$ cat src/pkg/host_port_pkg.sv
// Constants and carrier types shared by the host microcomputer port.
package host_port_pkg;

    // Register locations on the host port.
    localparam logic [7:0] TOP_CONTROL_STATUS_OFS = 8'h00;
    localparam logic [7:0] MONITOR_OUTPUT_SELECT_OFS = 8'h01;
    localparam logic [7:0] LINE_SIDE_PORT_CONFIG_OFS = 8'h06;
    localparam logic [7:0] SYNTH_CONFIG_OFS = 8'h22;
    localparam logic [7:0] IRQ_FLAGS_OFS = 8'h40;
    localparam logic [7:0] IRQ_MASK_OFS = 8'h41;

    // Field positions.
    localparam int SLEEP_BIT = 0;
    localparam int STATUS_LSB = 4;
    localparam int STATUS_WIDTH = 4;
    localparam int SYNTH_RATE_LSB = 0;
    localparam int HOST_CLK_RATE_LSB = 0;
    localparam int RATE_WIDTH = 2;

    // Reset values.
    localparam logic [7:0] TOP_CONTROL_STATUS_RST = 8'h01;
    localparam logic [7:0] MONITOR_OUTPUT_SELECT_RST = 8'h00;
    localparam logic [7:0] LINE_SIDE_PORT_CONFIG_RST = 8'h00;
    localparam logic [7:0] SYNTH_CONFIG_RST = 8'h00;
    localparam logic [7:0] IRQ_FLAGS_RST = 8'h00;
    localparam logic [7:0] IRQ_MASK_RST = 8'hff;
    localparam logic [7:0] UNMAPPED_READ = 8'h00;

    // Timing: stages of every pin synchroniser.
    localparam int SYNC_STAGES = 2;

    // Host strobe and mode pins, grouped as they arrive.
    typedef struct packed {
        logic cs_n;
        logic host_style_select;
        logic bus_sharing_select;
        logic combined_fetch_pin;
        logic combined_store_pin;
        logic ale;
    } host_ctrl_t;

    // Host byte and location buses.
    typedef struct packed {
        logic [7:0] ad;
        logic [7:0] addr;
    } host_bus_t;

    localparam int CTRL_WIDTH = $bits(host_ctrl_t);
    localparam int BUS_WIDTH = $bits(host_bus_t);

endpackage : host_port_pkg

$ cat src/hw/pin_sync.sv
// Two-stage synchroniser for a group of asynchronous pin inputs.
`timescale 1ns/1ps
module pin_sync #(
    parameter int WIDTH = 1
) (
    input wire logic clk,
    input wire logic rst,
    input wire logic [WIDTH-1:0] async_in,
    input wire logic [WIDTH-1:0] rst_value,
    output logic [WIDTH-1:0] sync_out
);

    logic [WIDTH-1:0] meta_q;
    logic [WIDTH-1:0] sync_q;

    // The first stage feeds only the second stage.
    always_ff @(posedge clk or posedge rst) begin
        if (rst) begin
            meta_q <= '0;
            sync_q <= '0;
        end else begin
            meta_q <= async_in;
            sync_q <= meta_q;
        end
    end

    // The second stage holds a real pin sample only from the second edge after
    // reset; until then the idle pattern is shown, so the all-zero reset contents
    // never look like an active-low strobe.
    logic [1:0] primed_q;

    always_ff @(posedge clk or posedge rst) begin
        if (rst) begin
            primed_q <= 2'b00;
        end else begin
            primed_q <= {primed_q[0], 1'b1};
        end
    end

    assign sync_out = primed_q[1] ? sync_q : rst_value;

endmodule : pin_sync

$ cat src/hw/host_port.sv
// Host microcomputer port: strobe decoding, register file and open-drain outputs.
`timescale 1ns/1ps

// What this block does
// Select-line style: read drives byte bus
// Select-line style: write on strobe rise
// Strobe style: write on store strobe rise
// Store strobe never affects reads
// Byte bus eight bits, bit 7 MSB
// Sharing high: location and data multiplexed
// Sharing low: location from separate bus
// Location bus eight bits, bit 7 MSB
// Ready output pulled low when transfer completes
// Interrupt pulled low on unmasked set flag
// Interrupt released when none unmasked set
// Reset sets sleep bit
// Reset clears both two-bit rate fields
// Internal RAM undefined after reset
// Reset leaves test access port alone
// Style select picks handshake convention
// Location latched on latch strobe fall
// Transfers only while chip select low
// Strobe style: fetch strobe drives byte bus
// Byte bus driven only during selected read
// Open-drain outputs as pull-low enables
module host_port (
    input wire logic clk,
    input wire logic rst,
    input wire host_port_pkg::host_ctrl_t ctrl_pins,
    input wire host_port_pkg::host_bus_t bus_pins,
    output logic [7:0] ad_out,
    output logic ad_oe,
    output logic ready_out,
    output logic ready_oe,
    output logic irq_out,
    output logic irq_oe,
    input wire logic [7:0] irq_events,
    input wire logic [3:0] core_status,
    output logic sleep,
    output logic [1:0] synth_rate,
    output logic [1:0] host_clk_rate,
    output logic [7:0] monitor_select,
    output logic [7:0] line_port_config
);

    // ------------------------------------------------------------------
    // Pin synchronisation.
    // ------------------------------------------------------------------

    localparam host_port_pkg::host_ctrl_t CTRL_IDLE = '{
        cs_n: 1'b1,
        host_style_select: 1'b0,
        bus_sharing_select: 1'b0,
        combined_fetch_pin: 1'b1,
        combined_store_pin: 1'b1,
        ale: 1'b0
    };

    host_port_pkg::host_ctrl_t ctrl_s;
    host_port_pkg::host_bus_t bus_s;
    logic [host_port_pkg::CTRL_WIDTH-1:0] ctrl_s_raw;
    logic [host_port_pkg::BUS_WIDTH-1:0] bus_s_raw;

    pin_sync #(
        .WIDTH(host_port_pkg::CTRL_WIDTH)
    ) u_ctrl_sync (
        .clk(clk),
        .rst(rst),
        .async_in(ctrl_pins),
        .rst_value(CTRL_IDLE),
        .sync_out(ctrl_s_raw)
    );

    pin_sync #(
        .WIDTH(host_port_pkg::BUS_WIDTH)
    ) u_bus_sync (
        .clk(clk),
        .rst(rst),
        .async_in(bus_pins),
        .rst_value('0),
        .sync_out(bus_s_raw)
    );

    assign ctrl_s = host_port_pkg::host_ctrl_t'(ctrl_s_raw);
    assign bus_s = host_port_pkg::host_bus_t'(bus_s_raw);

    // ------------------------------------------------------------------
    // Strobe decoding.
    // ------------------------------------------------------------------

    wire selected = !ctrl_s.cs_n;
    wire style_select_line = ctrl_s.host_style_select;
    wire fetch_low = !ctrl_s.combined_fetch_pin;
    wire store_low = !ctrl_s.combined_store_pin;

    // In select-line style the store pin is a level, high meaning read.
    wire sl_read = selected && style_select_line && fetch_low && ctrl_s.combined_store_pin;
    wire sl_write = selected && style_select_line && fetch_low && store_low;
    // In strobe style reads look at the fetch strobe only.
    wire st_read = selected && !style_select_line && fetch_low;
    wire st_write = selected && !style_select_line && store_low;

    // Both strobe styles feed the same read and write paths below.
    wire read_active = sl_read || st_read;
    wire write_active = sl_write || st_write;

    logic write_active_q;
    logic ale_q;
    logic [7:0] wr_data_q;

    // A write completes when its strobe rises; the byte seen while the strobe
    // was low is used, since the bus may already be turning at the rising edge.
    // A chip select that rises together with the strobe also ends the write,
    // which suits hosts that drop both at once.
    wire write_commit = write_active_q && !write_active;

    always_ff @(posedge clk or posedge rst) begin
        if (rst) begin
            write_active_q <= 1'b0;
            ale_q <= 1'b0;
        end else begin
            write_active_q <= write_active;
            ale_q <= ctrl_s.ale;
        end
    end

    always_ff @(posedge clk or posedge rst) begin
        if (rst) begin
            wr_data_q <= 8'h00;
        end else if (write_active) begin
            wr_data_q <= bus_s.ad;
        end
    end

    // ------------------------------------------------------------------
    // Location latch.
    // ------------------------------------------------------------------

    logic [7:0] loc_q;
    wire ale_fall = ale_q && !ctrl_s.ale;
    wire [7:0] loc_source = ctrl_s.bus_sharing_select ? bus_s.ad : bus_s.addr;

    // The latch strobe needs no chip select, matching a shared address cycle.
    always_ff @(posedge clk or posedge rst) begin
        if (rst) begin
            loc_q <= 8'h00;
        end else if (ale_fall) begin
            loc_q <= loc_source;
        end
    end

    // ------------------------------------------------------------------
    // Register file.
    // ------------------------------------------------------------------

    logic [7:0] top_ctrl_q;
    logic [7:0] monitor_sel_q;
    logic [7:0] line_cfg_q;
    logic [7:0] synth_cfg_q;
    logic [7:0] irq_flags_q;
    logic [7:0] irq_mask_q;
    logic [7:0] irq_flags_d;

    wire hit_top = loc_q == host_port_pkg::TOP_CONTROL_STATUS_OFS;
    wire hit_mon = loc_q == host_port_pkg::MONITOR_OUTPUT_SELECT_OFS;
    wire hit_line = loc_q == host_port_pkg::LINE_SIDE_PORT_CONFIG_OFS;
    wire hit_synth = loc_q == host_port_pkg::SYNTH_CONFIG_OFS;
    wire hit_flags = loc_q == host_port_pkg::IRQ_FLAGS_OFS;
    wire hit_mask = loc_q == host_port_pkg::IRQ_MASK_OFS;

    wire wr_top = write_commit && hit_top;
    wire wr_mon = write_commit && hit_mon;
    wire wr_line = write_commit && hit_line;
    wire wr_synth = write_commit && hit_synth;
    wire wr_flags = write_commit && hit_flags;
    wire wr_mask = write_commit && hit_mask;

    // Upper nibble of the top register reports core status and is read-only.
    // The stored upper nibble stays zero; reads show core status there instead.
    wire [7:0] top_wr_value = {4'h0, wr_data_q[3:0]};

    always_ff @(posedge clk or posedge rst) begin
        if (rst) begin
            top_ctrl_q <= host_port_pkg::TOP_CONTROL_STATUS_RST;
        end else if (wr_top) begin
            top_ctrl_q <= top_wr_value;
        end
    end

    always_ff @(posedge clk or posedge rst) begin
        if (rst) begin
            monitor_sel_q <= host_port_pkg::MONITOR_OUTPUT_SELECT_RST;
        end else if (wr_mon) begin
            monitor_sel_q <= wr_data_q;
        end
    end

    always_ff @(posedge clk or posedge rst) begin
        if (rst) begin
            line_cfg_q <= host_port_pkg::LINE_SIDE_PORT_CONFIG_RST;
        end else if (wr_line) begin
            line_cfg_q <= wr_data_q;
        end
    end

    always_ff @(posedge clk or posedge rst) begin
        if (rst) begin
            synth_cfg_q <= host_port_pkg::SYNTH_CONFIG_RST;
        end else if (wr_synth) begin
            synth_cfg_q <= wr_data_q;
        end
    end

    always_ff @(posedge clk or posedge rst) begin
        if (rst) begin
            irq_mask_q <= host_port_pkg::IRQ_MASK_RST;
        end else if (wr_mask) begin
            irq_mask_q <= wr_data_q;
        end
    end

    // Writing a one clears a flag, but an event in the same cycle keeps it set,
    // so a flag raised while the host clears older ones is never lost.
    wire [7:0] irq_clear = wr_flags ? wr_data_q : 8'h00;
    wire [7:0] irq_kept = irq_flags_q & ~irq_clear;

    assign irq_flags_d = irq_kept | irq_events;

    always_ff @(posedge clk or posedge rst) begin
        if (rst) begin
            irq_flags_q <= host_port_pkg::IRQ_FLAGS_RST;
        end else begin
            irq_flags_q <= irq_flags_d;
        end
    end

    // ------------------------------------------------------------------
    // Read path.
    // ------------------------------------------------------------------

    wire [7:0] top_rd_value = {
        core_status,
        top_ctrl_q[host_port_pkg::STATUS_LSB-1:0]
    };

    // An unmapped location reads as a fixed byte, never as stale bus contents.
    wire [7:0] read_value =
        hit_top ? top_rd_value :
        hit_mon ? monitor_sel_q :
        hit_line ? line_cfg_q :
        hit_synth ? synth_cfg_q :
        hit_flags ? irq_flags_q :
        hit_mask ? irq_mask_q :
        host_port_pkg::UNMAPPED_READ;

    logic [7:0] ad_out_q;
    logic ad_oe_q;
    logic ready_oe_q;

    // The byte is captured for the whole read so the bus does not change
    // under the host if a flag or status bit moves mid-cycle.
    always_ff @(posedge clk or posedge rst) begin
        if (rst) begin
            ad_out_q <= 8'h00;
        end else if (read_active && !ad_oe_q) begin
            ad_out_q <= read_value;
        end
    end

    always_ff @(posedge clk or posedge rst) begin
        if (rst) begin
            ad_oe_q <= 1'b0;
        end else begin
            ad_oe_q <= read_active;
        end
    end

    // Ready is pulled low once the data is on the bus or the write byte is held.
    always_ff @(posedge clk or posedge rst) begin
        if (rst) begin
            ready_oe_q <= 1'b0;
        end else begin
            ready_oe_q <= (read_active && ad_oe_q) || (write_active && write_active_q);
        end
    end

    // ------------------------------------------------------------------
    // Interrupt output.
    // ------------------------------------------------------------------

    logic irq_oe_q;
    wire irq_pending = |(irq_flags_q & ~irq_mask_q);

    always_ff @(posedge clk or posedge rst) begin
        if (rst) begin
            irq_oe_q <= 1'b0;
        end else begin
            irq_oe_q <= irq_pending;
        end
    end

    // ------------------------------------------------------------------
    // Outputs.
    // ------------------------------------------------------------------

    // Open-drain pins only ever drive low; the enable carries the state.
    logic ready_out_q;
    logic irq_out_q;

    always_ff @(posedge clk or posedge rst) begin
        if (rst) begin
            ready_out_q <= 1'b0;
            irq_out_q <= 1'b0;
        end else begin
            ready_out_q <= 1'b0;
            irq_out_q <= 1'b0;
        end
    end

    assign ad_out = ad_out_q;
    assign ad_oe = ad_oe_q;
    assign ready_out = ready_out_q;
    assign ready_oe = ready_oe_q;
    assign irq_out = irq_out_q;
    assign irq_oe = irq_oe_q;

    // Configuration outputs come straight from the register flip-flops.
    assign sleep = top_ctrl_q[host_port_pkg::SLEEP_BIT];
    assign synth_rate = synth_cfg_q[host_port_pkg::SYNTH_RATE_LSB +: host_port_pkg::RATE_WIDTH];
    assign host_clk_rate =
        monitor_sel_q[host_port_pkg::HOST_CLK_RATE_LSB +: host_port_pkg::RATE_WIDTH];
    assign monitor_select = monitor_sel_q;
    assign line_port_config = line_cfg_q;

    // This port holds no RAM, so nothing here needs reloading after reset; the
    // core's own RAM is left as it is. R14
    // Only the registers above have reset values; the host must reload any core
    // memory that it relies on after a reset.
    // The test access port lives elsewhere and never sees this reset. R15

endmodule : host_port

$ cat config.mk
export PLATFORM = sky130hd
export DESIGN_NAME = host_port
export DESIGN_NICKNAME = d
export VERILOG_FILES = /design/src/pkg/host_port_pkg.sv /design/src/hw/pin_sync.sv /design/src/hw/host_port.sv
export SDC_FILE = /design/constraint.sdc
export NUM_CORES = 1
export LEC_CHECK = 0
export ABC_AREA = 1
export BUFFER_PORTS_ARGS = -buffer_cell sky130_fd_sc_hd__clkbuf_2
export CAP_MARGIN = 20
export CORE_ASPECT_RATIO = 1.25
export CORE_MARGIN = 2
export CORE_UTILIZATION = 61
export CTS_CLUSTER_SIZE = 14
export DETAILED_ROUTE_END_ITERATION = 8
export PLACE_DENSITY = 0.85
export SYNTH_ARGS = -nofsm -noshare
export SYNTH_HDL_FRONTEND = slang
export SYNTH_SLANG_ARGS = --single-unit
$ cat constraint.sdc
create_clock -name clk -period 7.5 [get_ports clk]
set_input_delay 0.375 -clock clk [delete_from_list [all_inputs] [get_ports clk]]
set_output_delay 0.375 -clock clk [all_outputs]
set_load 0.02 [all_outputs]
* After elaboration in Yosys (flattened, before gate mapping) *
Index checks and enable logic that the tools add are counted.

storage, ports and cells
  register bits = 121
  bits in latches = 0
  memory bits (writable) = 0
  ROM bits = 0
  bits of input ports = 36
  output and inout port bits = 34
  word-level logic and storage cells = 70
  memories kept = 0

cells by class
  add/sub/neg operators = 0
  $mul = 0
  divide/modulo/power cells = 0
  $lt $le $gt $ge = 0
  equality and inequality tests = 5
  shifts and indexed selects = 0
  mux-type cells = 10
  bitwise operators = 5
  reductions and logical operators = 30

operators by type and width
  operator                                                               count
  8-bit two-way mux                                                      8
  1-bit logical AND                                                      18
  8-bit AND                                                              2
  8-bit by 7-bit equality test with 1-bit output, second input constant  2
  16-bit two-way mux                                                     1
  8-bit inverter                                                         2
  8-bit by 1-bit equality test with 1-bit output, second input constant  1
  8-bit by 3-bit equality test with 1-bit output, second input constant  1
  8-bit by 6-bit equality test with 1-bit output, second input constant  1
  8-bit zero test                                                        1
  8-bit bitwise OR                                                       1
  8-bit OR reduction                                                     1
  1-bit zero test                                                        7
  6-bit two-way mux                                                      1
  1-bit logical OR                                                       3

* Logic depth before layout (Yosys ltp) *
  word-level depth = 13
  mapped depth = 10
  gate-level depth less buffers = 9

* Modules after synthesis *
Synthesis repeated with hierarchy kept, for this count alone.

unflattened totals
  cells, all modules = 553
  area, all modules = 5,041.1 um^2

by module, submodules not included
  module                  times used  cells each  area an instance (um^2)
  host_port               1           430         3,509.6
  pin_sync (u_bus_sync)   1           88          1,102.3
  pin_sync (u_ctrl_sync)  1           35          429.2

* Least setup slack after synthesis *
Ideal clock, no wire load.

  kind = register -> register
  start point = register u_bus_sync.primed_q[1] (netlist name)
  end point = register line_cfg_q[0] (netlist: line_port_config[0])
  library setup time = 0.077 ns
  data arrival time = 1.351 ns
  data required time = 7.423 ns
  path slack = 6.072 ns
  stages on the path, launching flop included = 10
  period minus slack after synthesis = 1.428 ns
  path through = dfrtp_1 buf_4 nand2_4 nor2_8 nor2_4 and3_1 buf_4 buf_6 nor2_1 a21oi_1

RTL lines
  what                    line              text
  end signal: assignment  host_port.sv:200  line_cfg_q <= host_port_pkg::LINE_SIDE_PORT_CONFIG_RST;
  end signal: assignment  host_port.sv:202  line_cfg_q <= wr_data_q;
  end: declaration        host_port.sv:158  logic [7:0] line_cfg_q;

* Worst setup path after layout *
  start point = register loc_q[7]
  end point = register top_ctrl_q[2]

on the way
  cells in the longest elaborated chain, start to end = 2

ends and longest elaborated chain
  what                      line              text
  start: declaration        host_port.sv:139  logic [7:0] loc_q;
  start signal: assignment  host_port.sv:148  loc_q <= loc_source;
  8-bit zero test           host_port.sv:164  wire hit_top = loc_q == host_port_pkg::TOP_CONTROL_STATUS_OFS;
  1-bit logical AND         host_port.sv:171  wire wr_top = write_commit && hit_top;
  end signal: assignment    host_port.sv:184  top_ctrl_q <= host_port_pkg::TOP_CONTROL_STATUS_RST;
  end signal: assignment    host_port.sv:186  top_ctrl_q <= top_wr_value;
  end: declaration          host_port.sv:156  logic [7:0] top_ctrl_q;

No other way between the ends.
A chain may end at the register's enable or synchronous reset.

==> flow_summary_export.csv <==
group,metric,value,unit
timing,min_period,2330,ps
clock_network,cts_root_buf,"clkbuf_8",
clock_network,clk_pin_slew_worst_paths,60,ps
placement,gp_congestion,0.867,
setup_path,worstSetupEndpointType,"flip-flop",
drt,drtIter0Drc,318,
die,placementRows,35,
clock_network,clk_latency,520,ps
timing,worstMarginPinSlew,899,ps
die,core,0.00744,sq mm
drt,ant_nets,0,
finish,antenna_cells,0,
power_and_ir_drop,powerDensity,279,mW/mm^2
status,status,"finished, final reports clean",
timing,rsz0062_at_grt,"false",
synth,ys_types,32,
setup_path,crit_required,7890,ps
placement,io_buffers,67,
drt,routed_via_density,5.61,
timing,slew_headroom,39.9,%
setup_path,critPathLaunchType,"flip-flop",
power_and_ir_drop,leakagePower,2.84,nW
setup_path,worstPathMaxFanout,17,
drt,wl,10900,um
timing,finalCritPeriodShare,31.1,%
timing,setup_viol_count_final,0,
clock_network,cts_resized,0,
synth,synth_area,0.00470,sq mm
synth,syn_inst,482,
synth,ys_seq_area_share,63.5,%
finish,finalNonFillerCells,676,
drt,route.vias.total,3794,
setup_path,path_class,"reg2reg",
finish,drive_gt1_share,22.6,%
synth,synthArstFlopShare,100,%
grt,grt_pass1_wl,17000,um
grt,grt_max_degree,65,
clock_network,cts_hold_buf,23,
grt,grt_antenna_before_repair,0,
die,dieArea,0.00844,sq mm
flow_run,cap_violations,0,
finish,syn2layout_area_growth,24.6,%
placement,place_inst,621,
setup_path,cp.arrival,2730,ps
timing,finalHoldViolCount,0,
finish,finish.utilization,78.7,%
die,start_util,63.2,%
worst_hold_path,min_path_type,"in2reg",
clock_network,cts_tree,"yes",
synth,ys.flop_type,"dfrtp_1",
clock_network,cts_sinks,119,
timing,report.final.slew_viol_count,0,
clock_network,numCtsBuffers,17,
synth,yosysWarningCount,0,
drt,first_pass_iters,5,
die,die_h,102,um
timing,fin_skew,7.12,ps
timing,setup_tns,0,ps
clock_network,cts_max_level,4,
synth,ys_seq_elements,119,
grt,grt-ovfl-total,0,
clock_network,cts_buffer_depth,2,
clock_network,post_cts_buffers,0,
drt,wl_per_cell,16.1,um
grt,gr-usage-all-layers,28.0,%
die,pin_count,70,
drt,drc_errors,0,
finish,fillers,464,
timing,fmax,0.428,GHz
placement,hpwl,6530,um
die,die_x,82.6,um
synth,synth-edff-count,0,
grt,grt_pass1_vias,3664,
power_and_ir_drop,irDropWorstVdd,0.322,mV
finish,final_nets,607,
synth,synth.avg_cell_area,9.76,sq um
==> area by class of cell <==
class	instances	area [sq um]	area share, %
Clock buffer	19	432	7.37
Timing Repair Buffer	91	573	9.78
Multi-Input combinational cell	284	1360	23.2
Clock inverter	13	169	2.88
Tap cell	92	115	1.96
Inverter	58	220	3.76
Sequential cell	119	2990	51.0
==> worst paths after layout <==
kind	startpoint	end	slack [ps]	cells past startpoint
worst max register to register	loc_q[7]	top_ctrl_q[2]	5170	7
worst min register to register	u_bus_sync.meta_q[4]	u_bus_sync.sync_q[4]	350	0
worst min-delay path	irq_events[1]	irq_flags_q[1]	40	3
max in group asynchronous	rst	synth_cfg_q[6]	5750	4
worst max-delay path	loc_q[7]	top_ctrl_q[2]	5170	7
min in group asynchronous	rst	u_ctrl_sync.sync_q[5]	520	3
==> power breakdown <==
part / switching (mW) / total [mW] / internal, mW / leakage [nW]
sequential: 0.0201 / 0.698 / 0.678 / 1.44
clock: 0.294 / 0.814 / 0.519 / 0.294
combinational: 0.0870 / 0.125 / 0.0378 / 1.10
total: 0.402 / 1.64 / 1.24 / 2.84
==> metal layers <==
| layer | GRT usage (%) | vias to the layer above | share of wire (%) |
|---|---|---|---|
| li1 | - | 1714 | - |
| met1 | 30.1 | 1793 | 35 |
| met2 | 47.5 | 224 | 52 |
| met3 | 7.69 | 63 | 7.1 |
| met4 | 18.3 | 0 | 5.7 |
| met5 | 0 | - | 0 |
==> sequential cells by signal, indices dropped and copies added, names as in the netlist <==
signal               cells
ad_oe                    1
ad_out                   8
ale_q                    1
irq_flags_q              8
irq_mask_q               8
irq_oe                   1
line_port_config         8
loc_q                    8
monitor_select           8
ready_oe                 1
synth_cfg_q              8
top_ctrl_q               4
u_bus_sync.meta_q       16
u_bus_sync.primed_q      2
u_bus_sync.sync_q       16
u_ctrl_sync.meta_q       6
u_ctrl_sync.sync_q       6
wr_data_q                8
write_active_q           1
==> synthesized netlist by cell type (6+ instances only) <==
library cell / n / area, sq um
o21ai_0: 10 / 50.1
nand2_1: 84 / 315
o21bai_1: 6 / 45.0
dfrtp_1: 110 / 2750
o21ai_1: 28 / 140
nand3_1: 50 / 250
buf_2: 9 / 45.0
a21oi_2: 6 / 52.6
a21oi_1: 11 / 55.1
a31oi_1: 8 / 50.1
inv_1: 52 / 195
dfstp_2: 9 / 236
nor2_1: 61 / 229
inv_2: 6 / 22.5
buf_4: 8 / 60.1
==> logic make-up (layout without fill, tap and decap cells) <==
kind of cell           Yosys count  count (layout)  synth area share (%)
flip-flops                     119             119                  63.5
other                            2               3                 0.160
AO/OA/AOI/OAI                   74              74                  9.26
buffers and inverters           80             181                  7.58
AND/OR/NAND/NOR                207             207                  19.5
==> per-stage QoR <==
step	total power, mW	hold WS [ps]	setup slack (ps)	instance area [sq um]
6_report	1.64	41.1	5170	5860
5_1_grt	1.69	42.3	4960	5860
4_1_cts	1.63	40.7	5200	5860
3_5_place_dp	0.819	335	5200	5030
3_3_place_gp	0.813	333	5330	5030
2_1_floorplan	0.780	331	3980	4710
==> worst max-delay path: stages, from the launching register on <==
cell and delay, ps:
dfrtp_1 390, inv_1 70, nand2_1 70, nor2_1 590, and2_1 590, nand2_1 300, nand2_1 130, o21ai_1 70
==> cell usage in the layout, fill, tap and decap left out, drive strengths merged, types with 4 or more instances in the layout <==
master and instances:
a31oi 8, nor2 65, o21ai 38, o21bai 6
a21oi 17, dfrtp 110, dlygate4sd3 23, clkinv 4
dfstp 9, inv 63, nand3 52, clkbuf 86
nand2 87
Power figures use the tool's default switching activity.
